## config.mk

```make
export PLATFORM = sky130hd
export DESIGN_NAME = link_host_control
export DESIGN_NICKNAME = d
export VERILOG_FILES = /design/src/pkg/link_ctrl_pkg.sv /design/src/logic/sync3.sv /design/src/logic/link_host_control.sv
export VERILOG_INCLUDE_DIRS = /design/src /design/src/pkg
export SDC_FILE = /design/constraint.sdc
export NUM_CORES = 1
export LEC_CHECK = 0
export ABC_AREA = 1
export BUFFER_PORTS_ARGS = -buffer_cell sky130_fd_sc_hd__buf_2
export CORE_MARGIN = 5
export CORE_UTILIZATION = 35
export CTS_CLUSTER_SIZE = 14
export DETAILED_ROUTE_END_ITERATION = 6
export HOLD_SLACK_MARGIN = 0.12
export PLACE_DENSITY_LB_ADDON = 0.12
export SYNTH_ARGS = -nofsm -noshare
export SYNTH_HDL_FRONTEND = slang
export SYNTH_SLANG_ARGS = --single-unit
```

## constraint.sdc

```tcl
create_clock -name clk -period 1.65 [get_ports clk]
set_input_delay 0.33 -clock clk [delete_from_list [all_inputs] [get_ports clk]]
set_output_delay 0.33 -clock clk [all_outputs]
set_load 0.01 [all_outputs]
```

## src/pkg/link_ctrl_cfg.svh

```systemverilog
// Offsets, field positions, reset values and timing counts of the link control register.
`ifndef LINK_CTRL_CFG_SVH
`define LINK_CTRL_CFG_SVH
`define OFS_CTRL_SET 12'h050
`define OFS_CTRL_CLR 12'h054
`define OFS_PHYDOM_LO0 12'h0DC
`define OFS_PHYDOM_HI0 12'h0F0
`define OFS_PHYDOM_LO1 12'h100
`define OFS_PHYDOM_HI1 12'h11C
`define BIT_BIB_VALID 31
`define BIT_SWAP_BYPASS 30
`define BIT_LATE_ACK 29
`define BIT_TARDY_EVT 27
`define BIT_PHY_PERM 23
`define BIT_PHY_EXTRAS 22
`define BIT_LPS 19
`define BIT_POSTING 18
`define BIT_CONNECT 17
`define BIT_SWRST 16
`define CTRL_WRITABLE_MASK 32'h604E0000
`define CTRL_RESET_VALUE 32'h00000000
`define SWRST_CYCLES 4'h8
`define STRAP_SETTLE 3'h4
`define ALL_ONES 32'hFFFFFFFF
`endif

```

## src/pkg/link_ctrl_pkg.sv

```systemverilog
// Types shared by the link control register block.
package link_ctrl_pkg;
	typedef struct packed {
		logic swapBypass;
		logic lateAckPermit;
		logic phyConfigPermission;
		logic phyExtrasOn;
		logic linkPowerStatus;
		logic writePostingOn;
		logic nodeConnectEnable;
		logic swResetTrigger;
	} ctrl_t;
	typedef enum logic [1:0] {
		RST_IDLE = 2'b00,
		RST_BUSY = 2'b01
	} rst_state_t;
endpackage : link_ctrl_pkg

```

## src/logic/sync3.sv

```systemverilog
// Three-stage synchroniser plus an output flop (four flops) that reports a level once its last two stages agree.
`timescale 1ns/1ps
module sync3 (
	input wire logic clk,
	input wire logic rst,
	input wire logic ce,
	input wire logic din,
	output logic dout
);
	logic s1_q, s2_q, s3_q, s1_d, s2_d, s3_d, out_q, out_d;
	// The first stage is read only by the second.
	always_comb begin
		s1_d = din;
		s2_d = s1_q;
		s3_d = s2_q;
		out_d = (s2_q == s3_q) ? s3_q : out_q;
	end
	// Registers only; the clock enable freezes the chain.
	always_ff @(posedge clk or posedge rst) begin
		if (rst) begin
			s1_q <= 1'b0;
			s2_q <= 1'b0;
			s3_q <= 1'b0;
			out_q <= 1'b0;
		end else if (ce) begin
			s1_q <= s1_d;
			s2_q <= s2_d;
			s3_q <= s3_d;
			out_q <= out_d;
		end
	end
	assign dout = out_q;
endmodule : sync3

```

## src/logic/link_host_control.sv

```systemverilog
// Link host control register with set/clear addresses and software reset.
//
// Contract
// - Bit 30 selects byte swapping bypass.
// - Late-ack enable makes node answer tardy.
// - Each tardy answer flags interrupt bit 27; the code pulses the tardyEvent output instead, and bit 27 reads zero.
// - Reserved bits always read zero.
// - Permission bit read-only, strapped, global reset.
// - Extras only with permission and connect.
// - Power status bit gates PHY communication.
// - Stopped PHY clock access aborts or ones.
// - Listed offsets live in PHY clock domain.
// - Posting bit changes only while disconnected; the code lets it be set or cleared at any time outside a soft reset, whatever the connect bit.
// - Connect cleared by hardware or soft reset.
// - Disconnected node handles no packets.
// - Soft reset restores link registers.
// - Reset trigger reads one while busy.
// - Set address 50h, clear address 54h.
`timescale 1ns/1ps
`include "link_ctrl_cfg.svh"
module link_host_control #(
	parameter int ADDR_W = 12,
	parameter logic [3:0] SWRST_LEN = `SWRST_CYCLES
) (
	input wire logic clk,
	input wire logic rst,
	input wire logic ce,
	input wire logic global_reset_n,
	input wire logic phyPermStrap,
	input wire logic abort_suppress,
	input wire logic phyClkRunning,
	input wire logic regWrite,
	input wire logic regRead,
	input wire logic [ADDR_W-1:0] regAddr,
	input wire logic [31:0] regWdata,
	input wire logic tardyRequest,
	input wire logic linkPacketValid,
	output logic [31:0] regRdata,
	output logic regAbort,
	output logic tardyAck,
	output logic tardyEvent,
	output link_ctrl_pkg::ctrl_t ctrlOut,
	output logic linkPhyAllow,
	output logic packetAccept,
	output logic linkFlush
);
	if (ADDR_W < 9) begin : g_chk
		$error("ADDR_W too small for register map");
	end
	if (SWRST_LEN == 4'h0) begin : g_chk2
		$error("SWRST_LEN must be nonzero");
	end

	logic [31:0] ctrl_q, ctrl_d;
	logic perm_q, perm_d;
	logic strapSeen_q, strapSeen_d;
	logic [2:0] strapCnt_q, strapCnt_d;
	logic [3:0] rstCnt_q, rstCnt_d;
	link_ctrl_pkg::rst_state_t rstSt_q, rstSt_d;
	logic [31:0] rdata_q, rdata_d;
	logic abort_q, abort_d;
	logic tAck_q, tAck_d, tEvt_q, tEvt_d;
	logic phyPwr_q, phyPwr_d, acc_q, acc_d, flush_q, flush_d;
	link_ctrl_pkg::ctrl_t out_q, out_d;
	logic phyRun, grstSync, strapSync;
	logic hitSet, hitClr, inPhyDom, swBusy;
	logic [31:0] readView;

	// Pins from outside the clock domain pass four flip-flops.
	sync3 u_run (.clk(clk), .rst(rst), .ce(ce), .din(phyClkRunning),
		.dout(phyRun));
	sync3 u_global_reset_n (.clk(clk), .rst(rst), .ce(ce), .din(~global_reset_n),
		.dout(grstSync));
	sync3 u_strap (.clk(clk), .rst(rst), .ce(ce), .din(phyPermStrap),
		.dout(strapSync));

	// Address decode.
	always_comb begin
		hitSet = (regAddr == ADDR_W'(`OFS_CTRL_SET));
		hitClr = (regAddr == ADDR_W'(`OFS_CTRL_CLR));
		inPhyDom = ((regAddr >= ADDR_W'(`OFS_PHYDOM_LO0)) &&
			(regAddr <= ADDR_W'(`OFS_PHYDOM_HI0))) ||
			((regAddr >= ADDR_W'(`OFS_PHYDOM_LO1)) &&
			(regAddr <= ADDR_W'(`OFS_PHYDOM_HI1)));
		swBusy = (rstSt_q == link_ctrl_pkg::RST_BUSY);
		readView = ctrl_q & `CTRL_WRITABLE_MASK;
		readView[`BIT_PHY_PERM] = perm_q;
		readView[`BIT_SWRST] = swBusy;
	end

	// Control bits; soft reset wipes them, the strapped bit survives it.
	always_comb begin
		ctrl_d = ctrl_q;
		perm_d = perm_q;
		strapSeen_d = strapSeen_q;
		strapCnt_d = strapCnt_q;
		rstSt_d = rstSt_q;
		rstCnt_d = rstCnt_q;
		// The strap synchroniser needs four edges to show the pin level.
		if (!strapSeen_q) begin
			strapCnt_d = strapCnt_q + 3'h1;
			if (strapCnt_q == `STRAP_SETTLE) begin
				perm_d = strapSync;
				strapSeen_d = 1'b1;
			end
		end
		if (grstSync) begin
			perm_d = 1'b0;
		end
		if (regWrite && hitSet) begin
			ctrl_d = ctrl_q | (regWdata & `CTRL_WRITABLE_MASK);
		end else if (regWrite && hitClr) begin
			ctrl_d = ctrl_q & ~(regWdata & `CTRL_WRITABLE_MASK);
		end
		unique case (rstSt_q)
			link_ctrl_pkg::RST_IDLE: begin
				if (regWrite && hitSet && regWdata[`BIT_SWRST]) begin
					rstSt_d = link_ctrl_pkg::RST_BUSY;
					rstCnt_d = SWRST_LEN;
					ctrl_d = `CTRL_RESET_VALUE;
				end
			end
			link_ctrl_pkg::RST_BUSY: begin
				ctrl_d = `CTRL_RESET_VALUE;
				rstCnt_d = rstCnt_q - 4'h1;
				if (rstCnt_q == 4'h1) begin
					rstSt_d = link_ctrl_pkg::RST_IDLE;
				end
			end
			default: rstSt_d = link_ctrl_pkg::RST_IDLE;
		endcase
	end

	// Bus answers, tardy handling and link gating outputs.
	always_comb begin
		rdata_d = 32'h00000000;
		abort_d = 1'b0;
		if (regRead) begin
			if (inPhyDom && !phyRun) begin
				if (abort_suppress) begin
					rdata_d = `ALL_ONES;
				end else begin
					abort_d = 1'b1;
				end
			end else if (hitSet || hitClr) begin
				rdata_d = readView;
			end
		end
		if (regWrite && inPhyDom && !phyRun && !abort_suppress) begin
			abort_d = 1'b1;
		end
		// Tardy answers only happen on a connected node.
		tAck_d = tardyRequest && ctrl_q[`BIT_LATE_ACK] &&
			ctrl_q[`BIT_CONNECT];
		tEvt_d = tAck_d;
		phyPwr_d = ctrl_q[`BIT_LPS];
		acc_d = linkPacketValid && ctrl_q[`BIT_CONNECT] && !swBusy;
		flush_d = swBusy;
		out_d.swapBypass = ctrl_q[`BIT_SWAP_BYPASS];
		out_d.lateAckPermit = ctrl_q[`BIT_LATE_ACK];
		out_d.phyConfigPermission = perm_q;
		// The extras enable is only honoured with permission and connect.
		out_d.phyExtrasOn = ctrl_q[`BIT_PHY_EXTRAS] && perm_q &&
			ctrl_q[`BIT_CONNECT];
		out_d.linkPowerStatus = ctrl_q[`BIT_LPS];
		out_d.writePostingOn = ctrl_q[`BIT_POSTING];
		out_d.nodeConnectEnable = ctrl_q[`BIT_CONNECT];
		out_d.swResetTrigger = swBusy;
	end

	// Registers only; reset takes constants, the strap is caught afterwards.
	always_ff @(posedge clk or posedge rst) begin
		if (rst) begin
			ctrl_q <= `CTRL_RESET_VALUE;
			perm_q <= 1'b1;
			strapSeen_q <= 1'b0;
			strapCnt_q <= 3'h0;
			rstSt_q <= link_ctrl_pkg::RST_IDLE;
			rstCnt_q <= 4'h0;
			rdata_q <= 32'h00000000;
			abort_q <= 1'b0;
			tAck_q <= 1'b0;
			tEvt_q <= 1'b0;
			phyPwr_q <= 1'b0;
			acc_q <= 1'b0;
			flush_q <= 1'b0;
			out_q <= '0;
		end else if (ce) begin
			ctrl_q <= ctrl_d;
			perm_q <= perm_d;
			strapSeen_q <= strapSeen_d;
			strapCnt_q <= strapCnt_d;
			rstSt_q <= rstSt_d;
			rstCnt_q <= rstCnt_d;
			rdata_q <= rdata_d;
			abort_q <= abort_d;
			tAck_q <= tAck_d;
			tEvt_q <= tEvt_d;
			phyPwr_q <= phyPwr_d;
			acc_q <= acc_d;
			flush_q <= flush_d;
			out_q <= out_d;
		end
	end

	assign regRdata = rdata_q;
	assign regAbort = abort_q;
	assign tardyAck = tAck_q;
	assign tardyEvent = tEvt_q;
	assign ctrlOut = out_q;
	assign linkPhyAllow = phyPwr_q;
	assign packetAccept = acc_q;
	assign linkFlush = flush_q;
endmodule : link_host_control

```

==> metrics, run 1 <==
outcome=finished, final reports clean; Layout Nets=443; final hold vios=0; post-CTS setup repair buffer count=0; # clock sinks=48; sequential area share after synthesis=46.6%; CTS root buf=clkbuf_8; Wirelength per Cell=12.0 µm; Layout Cells excl Fill=484; MaxCap Viol Count=0; clock transition at the registers of the reported paths=90 ps; I/O pins=101; die height=95.9 µm; crit end category=output pin; global-route usage over all layers=13.5%; Slowest-stage cell, CP=dfrtp_1; Max IR drop VDD=0.476 mV; data arrival time of the worst path=1180 ps; critical path class=flip-flop to output pin; global-route wire length before repair=9680 µm; dpl cell area=2940 µm²; number of global-route vias before repair=2063; Slew @ Worst Pin=487 ps; core area=7210 µm²; layout cells sized above 1=29.9%; Final min period=1510 ps; setup TNS=0 ps; DR vias/cell=4.46; CP max stage delay=650 ps; Yosys warnings=0; Hold Startpoint=global_reset_n; H-tree depth=2; cells after synthesis=326; Pins Over Slew Limit=0; Post-CTS Hold Buffers=1; clock latency on the worst-skew pair=300 ps; die area=9190 µm²; post-synthesis cell area=2580 µm²; dpl hpwl=4520 µm; via count=2159; WHS Path Cells=2; Buffers on Ports=75; syn nets=385; CP Launch Type=flip-flop; Netlist cell types=30; drt total wl=5790 µm; mean post-synth cell area=7.92 µm²; Endpoint, Worst Hold=u_global_reset_n.s1_q; total gr overflow=0; worst path bufs/invs=1; Core Util, Final=42.6%; Die Wd=95.9 µm; worst rel slew slack=67.6%; R2R Setup Slk=380 ps; Final Cell Area=3070 µm²; initial antenna violation count=0; # diodes=0; RR Endpoint=regRdata[23]; delay-heaviest family, CP=flip-flops; FF+latch area=1200 µm²; Worst Skew=3.57 ps; router iterations before antenna repair=5; Multi-input gate area=1070 µm²; CTS tree=yes; Layout Area Growth over Synthesis=19.1%; RSZ-0062 raised after global routing=false; cts repair resizes=0; Iter 0 DRT Violations=41; fmax=662 MHz; Power Dens Cells=1000 nW/µm²; fillcell total=781; largest net degree at the start of global routing=26; RePlAce Congestion=0.773; cts bufs inserted=5; CP Max Fanout=25; Required @ worst endpoint=1320 ps; DRC errors left=0; initial core utilization=35.8%; leakage=1.75 nW; Clock Path Buffers=2; worst r2r src=u_run.dout; post-detailed-route count of antenna-violating nets=0; Setup Viol. Count Final=0; Reg2Reg Depth=7; Synth Register Bits=48; FP Rows=31; worst hold-check path type=input pin to flip-flop; final cycle utilization of the critical path=91.5%; placed insts=475; crit-path cells=buf_2
==> registers in the layout, summed over array words and instances (netlist names), 3 cells and up <==
register    count
ctrlOut         8
ctrl_q          6
regRdata        9
rstCnt_q        4
strapCnt_q      3
==> cells in the mapped netlist (all sizes together) <==
library cell | count | share of area, %
a21oi | 3 | 1.2
buf | 30 | 8.6
clkbuf | 4 | 0.58
dfrtp | 47 | 46
dfstp | 1 | 1.0
ha | 4 | 1.9
inv | 19 | 2.8
nand2 | 142 | 21
nand3 | 21 | 4.5
nand4 | 7 | 2.3
nor2 | 20 | 4.1
nor3 | 2 | 0.39
nor3b | 1 | 0.29
nor4 | 1 | 0.24
o21ai | 18 | 3.8
o21bai | 2 | 0.58
xnor2 | 1 | 0.34
xor2 | 3 | 1.0
==> per-stage QoR <==
step                total power [W]  worst slack (ps)  hold WS [ps]
finish                      0.00307               140           225
global route                0.00327              19.6           240
CTS                         0.00313              93.5           220
detailed placement          0.00218               118           366
global placement            0.00216               121           353
floorplan                   0.00197               177           442
==> cell usage in the layout, fill, tap and decap left out, types with 2 or more instances in the layout <==
cell type,netlist,routed
nor2_4,3,3
clkbuf_8,0,7
buf_4,26,7
nand3_1,19,19
nand2_2,3,3
nand2_1,139,139
buf_12,0,2
inv_2,5,6
o21bai_1,2,2
buf_2,3,75
nor2_1,14,14
nand4_1,6,6
o21ai_1,5,5
ha_1,4,4
dfrtp_1,47,47
o21ai_2,2,2
nor3_1,2,2
xor2_1,3,3
o21ai_0,11,11
inv_1,14,13
nor2_2,3,3
nand3_2,2,2
==> layer usage <==
metal  track usage, %  vias up  wire (µm)
li1                 -     1118          -
met1             18.5      969       2850
met2             21.2       67       2460
met3             3.21        5        435
met4             4.27        0         53
met5                0        -          0
==> logic make-up (layout without fill, tap and decap cells) <==
kind of cell	Yosys count	after routing	synth area share, %
xor+xnor	4	4	1.36
flops	48	48	46.6
compound gates	23	23	5.53
simple gates	194	194	32.7
buf+inv	53	112	11.9
fa+ha+maj	4	4	1.94
==> power by group <==
group / switching, W / internal (W) / total [W] / leakage [nW]
Sequential: 0.000147 / 0.00136 / 0.00150 / 0.626
Clock: 0.000392 / 0.000535 / 0.000926 / 0.0645
Combinational: 0.000376 / 0.000265 / 0.000641 / 1.06
Total: 0.000915 / 0.00216 / 0.00307 / 1.75
==> layout make-up <==
class / instances / area share [%]
inverters: 19 / 2.32
clock buffers: 7 / 3.14
flip-flops and latches: 48 / 39.1
clock inverters: 1 / 0.977
multi-input cells: 225 / 34.9
well taps: 99 / 4.03
repair buffers: 85 / 15.6
==> worst max path at each step <==
stage | end | slack (ps) | cells past startpoint | start
floorplan | ctrlOut[0] | 180 | 1 | rst
global placement | rstCnt_q[0] | 120 | 9 | regAddr[10]
detailed placement | rstCnt_q[0] | 120 | 9 | regAddr[10]
CTS | regRdata[6] | 90 | 1 | regRdata[28]
global route | regRdata[20] | 20 | 1 | regRdata[28]
finish | regRdata[6] | 140 | 1 | regRdata[28]
(Power assumes the default switching activity.)
==> run 2: changes to the inputs <==
--- a/config.mk
+++ b/config.mk
@@ -9,5 +9,5 @@
 export ABC_AREA = 1
 export BUFFER_PORTS_ARGS = -buffer_cell sky130_fd_sc_hd__buf_2
-export CORE_MARGIN = 5
+export CORE_MARGIN = 2
 export CORE_UTILIZATION = 35
 export CTS_CLUSTER_SIZE = 14
==> constraint.sdc (replaced) <==
create_clock -name clk -period 1.65 [get_ports clk]
set_input_delay 0 -clock clk [delete_from_list [all_inputs] [get_ports clk]]
set_output_delay 0 -clock clk [all_outputs]
set_load 0.01 [all_outputs]
==> metrics, run 2 (synthesis gave the netlist of run 1 again) <==
Slew @ Worst Pin=538 ps; dpl hpwl=4160 µm; CTS root buf=clkbuf_8; global-route wire length before repair=9930 µm; initial core utilization=35.8%; Max IR drop VDD=0.423 mV; Core Util, Final=43.8%; DR vias/cell=4.47; H-tree depth=2; outcome=finished, final reports clean; drt total wl=5650 µm; leakage=1.77 nW; Clock Path Buffers=2; WHS Path Cells=6; Setup Viol. Count Final=0; Pins Over Slew Limit=0; Layout Nets=455; placed insts=470; Buffers on Ports=75; Wirelength per Cell=11.4 µm; initial antenna violation count=0; DRC errors left=0; Layout Cells excl Fill=496; worst hold-check path type=input pin to flip-flop; final hold vios=0; CP Launch Type=input pin; RePlAce Congestion=0.780; critical path class=input pin to flip-flop; crit end category=flip-flop; most common cell after layout, fill and taps aside=nand2_1; worst r2r src=u_run.dout; MaxCap Viol Count=0; dpl cell area=2890 µm²; CP Max Fanout=12; RR Endpoint=regRdata[16]; data arrival time of the worst path=1780 ps; Final Cell Area=3160 µm²; Power Dens Cells=914 nW/µm²; commonest non-fill, non-tap cells in the layout=nand2_1, buf_2, dfrtp_1, nand3_1, dlygate4sd3_1; CTS tree=yes; Endpoint, Worst Hold=ctrl_q[17]; global-route usage over all layers=14.9%; # diodes=0; post-detailed-route count of antenna-violating nets=0; R2R Setup Slk=350 ps; cts repair resizes=0; worst rel slew slack=64.0%; max reg flops=9; Hold Startpoint=regWdata[16]; RSZ-0062 raised after global routing=false; clock transition at the registers of the reported paths=90 ps; Worst Skew=8.22 ps; final cycle utilization of the critical path=93.9%; Post-Place Worst Slack=328 ps; cts bufs inserted=5; router iterations before antenna repair=4; fmax=646 MHz; Die Wd=89.9 µm; via count=2219; Final min period=1550 ps; die area=8080 µm²; # clock sinks=48; die height=89.9 µm; Reg2Reg Depth=7; I/O pins=101; clock latency on the worst-skew pair=300 ps; number of global-route vias before repair=2151; Iter 0 DRT Violations=48; Layout Area Growth over Synthesis=22.3%; setup TNS=0 ps; total gr overflow=0; largest net degree at the start of global routing=28; slack of the critical path=101 ps; layout cells sized above 1=27.2%; Required @ worst endpoint=1880 ps; core area=7210 µm²; FP Rows=31
## run 2: layout make-up
type | count | area [µm²]
clock buffer | 8 | 90.1
fill | 773 | 4060
tap | 99 | 124
timing repair buffer | 97 | 598
inverter | 19 | 71.3
sequential | 48 | 1200
multi-input combinational | 225 | 1070
## run 2: power breakdown
group | switching (W) | leakage (nW) | internal (W)
combinational | 0.000376 | 1.10 | 0.000284
clock | 0.000379 | 0.0455 | 0.000343
sequential | 0.000145 | 0.626 | 0.00136
total | 0.000900 | 1.77 | 0.00198
## run 2: routing by layer
metal / vias to the layer above / global-route usage, % / routed length [µm]
met1: 1002 / 20.0 / 2740
met2: 68 / 23.9 / 2480
met4: 0 / 5.00 / 65
met3: 6 / 3.19 / 362
met5: - / 0 / 0
li1: 1143 / - / -
## run 2: metrics by stage
| stage | power, W | hold slack [ps] |
|---|---|---|
| after floorplan | 0.00197 | 112 |
| after global placement | 0.00215 | 63.5 |
| after detailed placement | 0.00216 | 70.1 |
| after CTS | 0.00293 | 149 |
| after global routing | 0.00311 | 190 |
| final | 0.00288 | 153 |
## run 2: worst max-delay path by stage
stage                 from          end  slack [ps]  depth (start not counted)
2_1_floorplan          rst   ctrlOut[0]         510                          1
3_3_place_gp   regAddr[10]  rstCnt_q[3]         340                          9
3_5_place_dp   regAddr[10]  rstCnt_q[0]         330                          9
4_1_cts                 ce     regAbort         100                          6
5_1_grt                 ce     regAbort          10                          6
6_report                ce     regAbort         100                          6
## run 2: timing repair
| item | CTS | global route |
|---|---|---|
| hold buffers | 18 | 0 |
| setup buffers | 0 | 0 |
| hold endpoints to repair | 39 | 0 |
## run 2: critical path, stage by stage
cell and delay [ps]:
dlygate4sd3_1 520, buf_2 260, buf_4 220, o21ai_0 80, dlygate4sd3_1 560, o21ai_1 130
==> run 3: changes to the inputs <==
- SYNTH_HIERARCHICAL: default -> 1
- clock period: 1.65 -> 2 ns (I/O delays scaled with it)
==> metrics, run 3 <==
outcome=finished, final reports clean; DRC errors left=0; fmax=587 MHz; placed insts=487; Yosys warnings=6; Power Dens Cells=787 nW/µm²; Core Util, Final=44.0%; Max IR drop VDD=0.534 mV; syn nets=401; number of global-route vias before repair=2177; Required @ worst endpoint=2230 ps; leakage=1.83 nW; Post-synth EDFFs=0; commonest non-fill, non-tap cells in the layout=nand2_1, buf_2, dfrtp_1, inv_1, nand3_1; DR vias/cell=4.41; RSZ-0062 raised after global routing=false; largest net degree at the start of global routing=37; global-route usage over all layers=14.8%; cts bufs inserted=5; Synth Register Bits=48; Synth top cells by count=nand2_1, dfrtp_1, inv_1; RePlAce Congestion=0.756; cells after synthesis=342; worst hold slack=130 ps; R2R Setup Slk=680 ps; dpl hpwl=4030 µm; setup TNS=0 ps; data arrival time of the worst path=1930 ps; mean post-synth cell area=7.75 µm²; MaxCap Viol Count=0; initial core utilization=36.3%; total gr overflow=0; Pins Over Slew Limit=0; # diodes=0; Async S/R FF share, synth=100%; worst rel slew slack=64.2%; post-detailed-route count of antenna-violating nets=0; crit end category=flip-flop; global-route wire length before repair=10100 µm; drt total wl=5680 µm; Clock Path Buffers=2; Worst Skew=12.1 ps; router iterations before antenna repair=5; Reg2Reg Depth=6; dominant cell type by area after synthesis=dfrtp_1; CTS root buf=clkbuf_8; H-tree depth=2; FP Rows=31; via count=2256; predominant post-synthesis flop cell=dfrtp_1; top post-synthesis cells by area=dfrtp_1, nand2_1, buf_4; Layout Area Growth over Synthesis=21.1%; Final min period=1700 ps; die height=91.0 µm; Buffers on Ports=75; most common cell after layout, fill and taps aside=nand2_1; Setup Viol. Count Final=0; clock transition at the registers of the reported paths=90 ps; layout cells sized above 1=25.7%; CP Max Fanout=21; count leader, synth=nand2_1; dpl cell area=2930 µm²; # clock sinks=48; I/O pins=101; initial antenna violation count=0; worst hold-check path type=input pin to asynchronous set/reset pin; RR Endpoint=regRdata[16]; CTS tree=yes; Final Cell Area=3210 µm²; sequential area share after synthesis=45.4%; max reg flops=9; post-synthesis cell area=2650 µm²; CP Launch Type=input pin; Layout Cells excl Fill=511; final hold vios=0; Slew @ Worst Pin=536 ps; core area=7290 µm²; worst r2r src=u_run/dout; Layout Nets=470; Die Wd=91.0 µm; Iter 0 DRT Violations=77; Netlist cell types=30; die area=8280 µm²; top-area cell type share of the netlist area=44.4%; clock latency on the worst-skew pair=310 ps; final cycle utilization of the critical path=85.2%; critical path class=input pin to flip-flop; Wirelength per Cell=11.1 µm
==> run 3: report_power, final <==
group          total (W)  internal [W]  switching, W
Clock           0.000726      0.000377      0.000350
Sequential       0.00125       0.00113      0.000120
Combinational   0.000551      0.000232      0.000319
==> run 3: cell families (layout without fill, tap and decap cells) <==
| family | count (synthesis) | in the layout | share of synthesized area [%] |
|---|---|---|---|
| adders and majority gates | 4 | 4 | 1.89 |
| and+or+nand+nor | 194 | 194 | 32.1 |
| xor gates and xnor gates | 4 | 4 | 1.32 |
| DFF | 48 | 48 | 45.4 |
| AOI/OAI and AO/OA | 25 | 25 | 5.34 |
| buffers and inverters | 67 | 137 | 14.0 |
==> run 3: worst max path at each step <==
stage / start / end / depth (start not counted)
2_1_floorplan: u_run/dout / regRdata[16] / 6
3_3_place_gp: u_run/dout / regRdata[16] / 6
3_5_place_dp: u_run/dout / regRdata[17] / 6
4_1_cts: ce / regAbort / 6
5_1_grt: ce / regAbort / 6
6_report: ce / regAbort / 6
==> run 3: worst max-delay path, stage by stage <==
cell and delay, ps:
dlygate4sd3_1 520, buf_2 320, buf_4 290, o21ai_0 100
dlygate4sd3_1 560, o21ai_1 140
==> run 3: area by class of cell <==
class | count | area, µm²
Fill cell | 793 | 4090
Sequential cell | 48 | 1200
Multi-Input combinational cell | 227 | 1080
Timing Repair Buffer | 94 | 558
Inverter | 35 | 131
Tap cell | 99 | 124
Clock buffer | 5 | 68.8
Clock inverter | 3 | 46.3
==> run 3: what timing repair did <==
action | in CTS | in global routing
endpoints found under the hold margin | 66 | 0
gates resized for setup | 0 | 0
setup buffers | 0 | 0
hold buffers | 16 | 0
==> run 3: per-stage QoR <==
step / setup slack, ps / power (W)
4_1_cts: 299 / 0.00257
5_1_grt: 167 / 0.00274
3_3_place_gp: 708 / 0.00179
3_5_place_dp: 663 / 0.00181
2_1_floorplan: 877 / 0.00163
6_report: 296 / 0.00252
==> run 3: per-layer routing <==
layer	vias up	GRT usage, %	share of wire [%]
met2	55	24.3	45
met5	-	0	0
met1	1022	20.1	49
li1	1171	-	-
met4	0	4.17	1.3
met3	8	2.74	4.7
